File: src/verilog/adc_cfg_pkg.sv
// How it works
// - gain register at 04h, resets 0000h
// - bits 6:4 channel 1 gain, 2^code
// - bits 2:0 channel 0 gain, 2^code
// - config register at 06h, resets 0600h
// - bit 14 turns aux pin into output
// - aux pin driven to bit 13 level
// - bit 8 chop; settle 2^(code+1) periods
// - channel0 config 09h, reserved 5:2 read zero
// - phase field signed modulator-cycle delay
// - selector: normal, shorted, DC, AC test
package adc_cfg_pkg;
	localparam logic [5:0] ADDR_GAIN = 6'h04;
	localparam logic [5:0] ADDR_CFG = 6'h06;
	localparam logic [5:0] ADDR_CHANNEL0_CONFIG = 6'h09;
	localparam logic [15:0] RST_GAIN = 16'h0000;
	localparam logic [15:0] RST_CFG = 16'h0600;
	localparam logic [15:0] RST_CHANNEL0_CONFIG = 16'h0000;
	localparam int CH1_GAIN_LSB = 4;
	localparam int CH0_GAIN_LSB = 0;
	localparam int AUX_OUT_ENABLE_BIT = 14;
	localparam int AUX_OUT_LEVEL_BIT = 13;
	localparam int CHOP_DELAY_LSB = 9;
	localparam int CHOP_ENABLE_BIT = 8;
	localparam int PHASE_LSB = 6;
	localparam int INSEL_LSB = 0;
	localparam logic [15:0] CHANNEL0_CONFIG_WMASK = 16'hFFC3;
	localparam int DLY_W = 17;

	typedef enum logic [1:0] {
		INSEL_NORMAL = 2'h0,
		INSEL_SHORTED = 2'h1,
		INSEL_DC_TEST = 2'h2,
		INSEL_AC_TEST = 2'h3
	} insel_t;

	typedef enum logic [1:0] {
		CHOP_IDLE = 2'h0,
		CHOP_SETTLE = 2'h1,
		CHOP_MEASURE = 2'h3
	} chop_state_t;

	// power-of-two gain factor, 1 .. 128
	function automatic logic [7:0] gain_factor(input logic [2:0] code);
		gain_factor = 8'h01 << code;
	endfunction

	// settle length in modulator periods, 2 .. 65536
	function automatic logic [DLY_W-1:0] chop_periods(input logic [3:0] code);
		chop_periods = 17'h00002 << code;
	endfunction
endpackage

File: src/verilog/adc_gain_chop_config_regs.sv
`timescale 1ns/10ps
module adc_gain_chop_config_regs
	import adc_cfg_pkg::*;
(
	input wire logic mclk,
	input wire logic rst_n,
	input wire logic [5:0] reg_addr,
	input wire logic [15:0] reg_wdata,
	input wire logic reg_wr,
	input wire logic reg_rd,
	input wire logic mod_clk_en,
	input wire logic chop_swap,
	output logic [15:0] reg_rdata,
	output logic reg_rvalid,
	output logic [7:0] ch0_amp_gain,
	output logic [7:0] ch1_amp_gain,
	output logic aux_analog_pin_out,
	output logic aux_analog_pin_oe,
	output logic chop_enable,
	output logic chop_settling,
	output logic measure_ok,
	output logic [9:0] ch0_phase_delay,
	output logic [1:0] ch0_input_sel
);
	// reserved bits 5:2 of the channel 0 word are read-only zero
	function automatic logic [15:0] ch0_keep(input logic [15:0] d);
		ch0_keep = d & CHANNEL0_CONFIG_WMASK;
	endfunction

	// ---------------------------------------------------------------
	// register storage
	// ---------------------------------------------------------------
	logic [15:0] gain_r, gain_nxt;
	logic [15:0] cfg_r, cfg_nxt;
	logic [15:0] channel0_config_r, channel0_config_nxt;
	logic [15:0] rdata_r, rdata_nxt;
	logic rvalid_r, rvalid_nxt;

	// reserved read-write bits are stored as written; host keeps them 0
	always_comb begin
		gain_nxt = gain_r;
		cfg_nxt = cfg_r;
		channel0_config_nxt = channel0_config_r;
		if (reg_wr) begin
			case (reg_addr)
				ADDR_GAIN: begin
					gain_nxt = reg_wdata;
				end
				ADDR_CFG: begin
					cfg_nxt = reg_wdata;
				end
				ADDR_CHANNEL0_CONFIG: begin
					channel0_config_nxt = ch0_keep(reg_wdata);
				end
				default: begin
				end
			endcase
		end
	end

	// ---------------------------------------------------------------
	// read port
	// ---------------------------------------------------------------
	// unmapped words read as zero
	always_comb begin
		rvalid_nxt = reg_rd;
		rdata_nxt = rdata_r;
		if (reg_rd) begin
			case (reg_addr)
				ADDR_GAIN: begin
					rdata_nxt = gain_r;
				end
				ADDR_CFG: begin
					rdata_nxt = cfg_r;
				end
				ADDR_CHANNEL0_CONFIG: begin
					rdata_nxt = ch0_keep(channel0_config_r);
				end
				default: begin
					rdata_nxt = 16'h0000;
				end
			endcase
		end
	end

	always_ff @(posedge mclk) begin
		if (!rst_n) begin
			gain_r <= RST_GAIN;
			cfg_r <= RST_CFG;
			channel0_config_r <= RST_CHANNEL0_CONFIG;
			rdata_r <= 16'h0000;
			rvalid_r <= 1'b0;
		end else begin
			gain_r <= gain_nxt;
			cfg_r <= cfg_nxt;
			channel0_config_r <= channel0_config_nxt;
			rdata_r <= rdata_nxt;
			rvalid_r <= rvalid_nxt;
		end
	end

	assign reg_rdata = rdata_r;
	assign reg_rvalid = rvalid_r;

	// ---------------------------------------------------------------
	// gain decode
	// ---------------------------------------------------------------
	// decoded from the next register values so outputs stay flip-flop
	// driven and track the register with no extra cycle of lag
	logic [7:0] ch0_gain_r, ch0_gain_nxt;
	logic [7:0] ch1_gain_r, ch1_gain_nxt;

	always_comb begin
		ch1_gain_nxt = gain_factor(
			gain_nxt[CH1_GAIN_LSB +: 3]);
		ch0_gain_nxt = gain_factor(
			gain_nxt[CH0_GAIN_LSB +: 3]);
	end

	always_ff @(posedge mclk) begin
		if (!rst_n) begin
			ch0_gain_r <= 8'h01;
			ch1_gain_r <= 8'h01;
		end else begin
			ch0_gain_r <= ch0_gain_nxt;
			ch1_gain_r <= ch1_gain_nxt;
		end
	end

	// ---------------------------------------------------------------
	// auxiliary pin and chop controls
	// ---------------------------------------------------------------
	logic aux_out_r, aux_out_nxt;
	logic aux_oe_r, aux_oe_nxt;
	logic chop_en_r, chop_en_nxt;

	always_comb begin
		aux_oe_nxt = cfg_nxt[AUX_OUT_ENABLE_BIT];
		// pin idles low when not driven as output
		aux_out_nxt = cfg_nxt[AUX_OUT_ENABLE_BIT]
			& cfg_nxt[AUX_OUT_LEVEL_BIT];
		chop_en_nxt = cfg_nxt[CHOP_ENABLE_BIT];
	end

	always_ff @(posedge mclk) begin
		if (!rst_n) begin
			aux_out_r <= 1'b0;
			aux_oe_r <= 1'b0;
			chop_en_r <= 1'b0;
		end else begin
			aux_out_r <= aux_out_nxt;
			aux_oe_r <= aux_oe_nxt;
			chop_en_r <= chop_en_nxt;
		end
	end

	// ---------------------------------------------------------------
	// channel 0 controls
	// ---------------------------------------------------------------
	// the phase word is passed on as raw two's complement; the sampling
	// logic downstream treats bit 9 as the sign
	logic [9:0] phase_r, phase_nxt;
	logic [1:0] insel_r, insel_nxt;

	always_comb begin
		phase_nxt = channel0_config_nxt[PHASE_LSB +: 10];
		insel_nxt = channel0_config_nxt[INSEL_LSB +: 2];
	end

	always_ff @(posedge mclk) begin
		if (!rst_n) begin
			phase_r <= 10'h000;
			insel_r <= INSEL_NORMAL;
		end else begin
			phase_r <= phase_nxt;
			insel_r <= insel_nxt;
		end
	end

	// ---------------------------------------------------------------
	// settle status
	// ---------------------------------------------------------------
	// measure_ok idles high: outside global chop nothing holds it off
	logic settle_r, settle_nxt;
	logic ok_r, ok_nxt;
	logic settling_w, ok_w;

	always_comb begin
		settle_nxt = settling_w;
		ok_nxt = ok_w;
	end

	always_ff @(posedge mclk) begin
		if (!rst_n) begin
			settle_r <= 1'b0;
			ok_r <= 1'b1;
		end else begin
			settle_r <= settle_nxt;
			ok_r <= ok_nxt;
		end
	end

	// ---------------------------------------------------------------
	// global-chop settle timer
	// ---------------------------------------------------------------
	chop_settle_timer u_chop (
		.mclk(mclk),
		.rst_n(rst_n),
		.chop_enable(cfg_r[CHOP_ENABLE_BIT]),
		.chop_settle_delay(cfg_r[CHOP_DELAY_LSB +: 4]),
		.mod_clk_en(mod_clk_en),
		.chop_swap(chop_swap),
		.settling(settling_w),
		.measure_ok(ok_w)
	);

	assign ch0_amp_gain = ch0_gain_r;
	assign ch1_amp_gain = ch1_gain_r;
	assign aux_analog_pin_out = aux_out_r;
	assign aux_analog_pin_oe = aux_oe_r;
	assign chop_enable = chop_en_r;
	assign chop_settling = settle_r;
	assign measure_ok = ok_r;
	assign ch0_phase_delay = phase_r;
	assign ch0_input_sel = insel_r;
endmodule

File: src/verilog/chop_settle_timer.sv
`timescale 1ns/10ps
module chop_settle_timer
	import adc_cfg_pkg::*;
(
	input wire logic mclk,
	input wire logic rst_n,
	input wire logic chop_enable,
	input wire logic [3:0] chop_settle_delay,
	input wire logic mod_clk_en,
	input wire logic chop_swap,
	output logic settling,
	output logic measure_ok
);
	chop_state_t state_r, state_nxt;
	logic [DLY_W-1:0] count_r, count_nxt;

	always_comb begin
		state_nxt = state_r;
		count_nxt = count_r;
		case (state_r)
			CHOP_IDLE: begin
				if (chop_enable) begin
					state_nxt = CHOP_SETTLE;
					count_nxt = chop_periods(chop_settle_delay);
				end
			end
			CHOP_SETTLE: begin
				if (!chop_enable) begin
					state_nxt = CHOP_IDLE;
				end else if (mod_clk_en) begin
					count_nxt = count_r - 17'h00001;
					if (count_r == 17'h00001) begin
						state_nxt = CHOP_MEASURE;
					end
				end
			end
			CHOP_MEASURE: begin
				if (!chop_enable) begin
					state_nxt = CHOP_IDLE;
				end else if (chop_swap) begin
					// a swap of input polarity while measuring restarts the wait; swaps during settle are ignored
					state_nxt = CHOP_SETTLE;
					count_nxt = chop_periods(chop_settle_delay);
				end
			end
			default: begin
				state_nxt = CHOP_IDLE;
			end
		endcase
	end

	always_ff @(posedge mclk) begin
		if (!rst_n) begin
			state_r <= CHOP_IDLE;
			count_r <= '0;
		end else begin
			state_r <= state_nxt;
			count_r <= count_nxt;
		end
	end

	assign settling = (state_r == CHOP_SETTLE);
	assign measure_ok = (state_r != CHOP_SETTLE);
endmodule
File: config.mk
export PLATFORM = sky130hd
export DESIGN_NAME = adc_gain_chop_config_regs
export DESIGN_NICKNAME = d
export VERILOG_FILES = /design/src/verilog/adc_cfg_pkg.sv /design/src/verilog/adc_gain_chop_config_regs.sv /design/src/verilog/chop_settle_timer.sv
export SDC_FILE = /design/constraint.sdc
export NUM_CORES = 1
export LEC_CHECK = 0
export BUFFER_PORTS_ARGS = -buffer_cell sky130_fd_sc_hd__buf_2
export CORE_ASPECT_RATIO = 1.75
export CORE_MARGIN = 1
export CORE_UTILIZATION = 55
export DETAILED_ROUTE_END_ITERATION = 8
export HOLD_SLACK_MARGIN = 0.05
export PLACE_DENSITY_LB_ADDON = 0.1
export SKIP_LAST_GASP = 1
export SLEW_MARGIN = 20
export SYNTH_ARGS = -nofsm -noshare
export SYNTH_HDL_FRONTEND = slang
export SYNTH_SLANG_ARGS = --single-unit
File: constraint.sdc
create_clock -name mclk -period 1.9 [get_ports mclk]
set_input_delay 0.38 -clock mclk [delete_from_list [all_inputs] [get_ports mclk]]
set_output_delay 0.38 -clock mclk [all_outputs]
set_load 0.03 [all_outputs]
==> qor.txt <==
Worst Reg-to-Reg Cells = 4
top sig layer = met4
DRC violations left = 2
worst hold slack = 0.269 ns
Fin Setup TNS = 0 ns
failing checks = design-rule violations
row cnt = 43
gr ovfl total = 0
Post-DRT Antenna Nets = 0
Worst Skew = 0.00729 ns
minimum clock period = 1.71 ns
syn_area_per_cell = 8.60 sq um
Syn Std Cell Area = 4600 sq um
worst min-delay path class = in -> reg
Hold Path End = cfg_r[10]
Worst EP required = 2.18 ns
final WL = 12,400 microns
core area = 8020 sq um
hold_buf cts = 0
Initial Util = 0.574
Adder-Cell Fraction of Synth Area = 0.00544
static leakage = 2.27 nW
xor-xnor portion of the synthesized cell area = 0
largest family of logic cells by synthesized area = simple AND/OR/NAND/NOR gates
Worst Tran Pin Value = 0.568 ns
first-pass GRT wire length = 19,600 microns
Max Fclk = 586 MHz
clock buffer count from CTS = 9
area grow syn2layout = 17.5%
io pins = 78
Clock Sinks = 99
Max Slew Vio Count = 0
number of global-route vias before repair = 4,026
Synth Area in Simple Gates = 0.253
Clock Pin Slew Worst Setup and Hold Paths = 0.07 ns
RR Startpoint = u_chop.count_r[2]
Nets = 635
Die Span X = 71.1 microns
Synth Register Bits = 99
startpoint class of the critical path = register
CP max FO = 7
vias = 4,322
Worst Hold Depth = 3
Max Cap Viol = 0
GRT Overall Usage = 0.294
worst hold start = reg_wdata[10]
CTS root buffer = clkbuf_16
RR Endpoint = u_chop.count_r[10]
PD cells = 778 nW/um^2
fin crit share = 0.898
largest net degree at the start of global routing = 34
reg2reg setup slack = 0.19 ns
number of synthesized flops with an enable pin = 0
CTS tree = built
Placer Congestion = 0.914
distinct cell type count after synthesis = 54
Post CTS Setup Buffer Count = 0
DR WL met3 = 548 microns
status = complete, but fails checks
mux cell area share after synthesis = 0.0936
Synth Area in Compound Gates = 0.166
cells after synthesis = 535
Syn. warnings = 0
vias per std cell = 6.17
area of the die = 8750 sq um
Slew HR = 0.616
antenna cells = 0
Port Buffers = 77
initial antenna violation count = 0
final setup vio count = 0
height of the chip = 123 microns
routed wl met2 = 6230 microns
WL met1 = 4810 microns
ys flop type = dfxtp_1
DR WL/cell = 17.7 microns
nature of the critical path endpoint = register
FFs w/ async S/R, synth = 0
H-tree levels = 3
drt first pass iters = 7
Max clock buf depth = 2
DRT iter0 DRCs = 412
CTS-repair resized insts = 0
Hold Vio Cnt, Final = 0
Worst-Skew Late Latency = 0.35 ns
CP Data Arrival Time = 1.98 ns
unrepaired setup endpoints after global routing = no
layout cells sized above 1 = 0.243
Post-DP HPWL = 8690 microns
VDD IR max = 0.000761 V
Seq/Total Area, Yosys = 0.431
kind of critical path = reg -> reg
syn_nets = 565
==> report_power, final <==
| part | total, W | switching [W] | internal [W] | leakage [nW] |
|---|---|---|---|---|
| sequential | 0.00210 | 0.0000112 | 0.00209 | 0.800 |
| combinational | 0.000247 | 0.000165 | 0.0000816 | 1.32 |
| clock | 0.00186 | 0.000800 | 0.00106 | 0.148 |
| total | 0.00421 | 0.000977 | 0.00323 | 2.27 |
==> cells in the final DEF, fill, tap and decap left out, types with 6 or more instances in the layout <==
cell type	n
nor2_1	49
nor3_1	17
buf_4	26
inv_1	7
nand2b_1	17
nand3_1	20
clkbuf_16	9
dfxtp_1	99
a21oi_1	44
a22oi_1	12
o21ai_0	14
a211oi_1	12
buf_2	77
mux2i_1	25
o31ai_1	10
nor4_1	10
or3_1	6
nand4_1	13
mux2_2	16
nand2_1	55
nor2b_1	6
==> cells in the mapped netlist, drive strengths merged (3+ instances only) <==
cell / count / area share
dfxtp: 99 / 0.43
nand2: 55 / 0.045
nor2: 49 / 0.040
a21oi: 44 / 0.048
mux2i: 25 / 0.054
clkbuf: 23 / 0.019
buf: 21 / 0.026
nand3: 20 / 0.022
nor3: 19 / 0.023
nand2b: 17 / 0.023
mux2: 16 / 0.039
o21ai: 15 / 0.016
nand4: 13 / 0.018
a211oi: 12 / 0.020
a22oi: 12 / 0.020
nor4: 12 / 0.021
o31ai: 10 / 0.016
inv: 8 / 0.0065
nor2b: 6 / 0.0082
or3: 6 / 0.0082
a31oi: 5 / 0.0068
and2: 4 / 0.0054
and4: 4 / 0.0076
o22ai: 4 / 0.0054
and3: 3 / 0.0041
nand4b: 3 / 0.0057
o211ai: 3 / 0.0049
o41ai: 3 / 0.0073
or4: 3 / 0.0057
==> area by class of cell <==
class,instances,area [sq um]
fill,664,2610
multi-input combinational,384,2400
sequential,99,1980
timing repair buffer,103,581
clock buffer,10,239
tap,90,113
clock inverter,6,65.1
inverter,8,30.0
==> kinds of logic (layout without fill, tap and decap cells) <==
family | Yosys count | count (layout)
AOI/OAI and AO/OA | 119 | 119
and+or+nand+nor | 222 | 222
buffers and inverters | 52 | 127
adders and majority gates | 2 | 2
muxes | 41 | 41
DFF | 99 | 99
==> stage by stage <==
stage                     cell area, sq um  cells  total power (W)  worst slack, ns  utilization
after CTS                             5410    700          0.00422            0.194        0.674
after global placement                5100    684          0.00239           0.0982        0.636
after floorplan                       4600    535          0.00230            0.246            -
final                                 5410    700          0.00421            0.194        0.674
after detailed placement              5100    684          0.00240           0.0518        0.636
after global routing                  5410    700          0.00435           0.0875        0.674
==> registers in the layout, indices dropped and copies added (netlist names) <==
name	count
aux_analog_pin_out	1
ch0_phase_delay	1
u_chop.count_r	17
ch1_amp_gain	8
channel0_config_r	11
measure_ok	1
chop_settling	1
u_chop.state_r	2
reg_rvalid	1
cfg_r	15
reg_rdata	16
aux_analog_pin_oe	1
ch0_amp_gain	8
gain_r	16
==> worst max-delay path by stage <==
stage,start,endpoint,slack [ns]
CTS,u_chop.count_r[2],u_chop.count_r[15],0.19
global placement,reg_addr[3],ch1_amp_gain[7],0.1
global route,u_chop.count_r[2],u_chop.count_r[15],0.09
finish,u_chop.count_r[2],u_chop.count_r[10],0.19
floorplan,reg_addr[2],channel0_config_r[13],0.25
detailed placement,reg_addr[3],ch0_amp_gain[7],0.05
==> critical path, stage by stage, from the launching register on <==
cell and delay [ns]:
dfxtp_1 0.37, or4_4 0.61, nor4_4 0.35, a21oi_1 0.15, o22ai_1 0.16
==> per-layer routing <==
layer,track usage,vias to the layer above
li1,-,2083
met1,0.328,2033
met2,0.491,162
met3,0.0513,44
met4,0.235,0
met5,0,-
(Power assumes the default switching activity.)
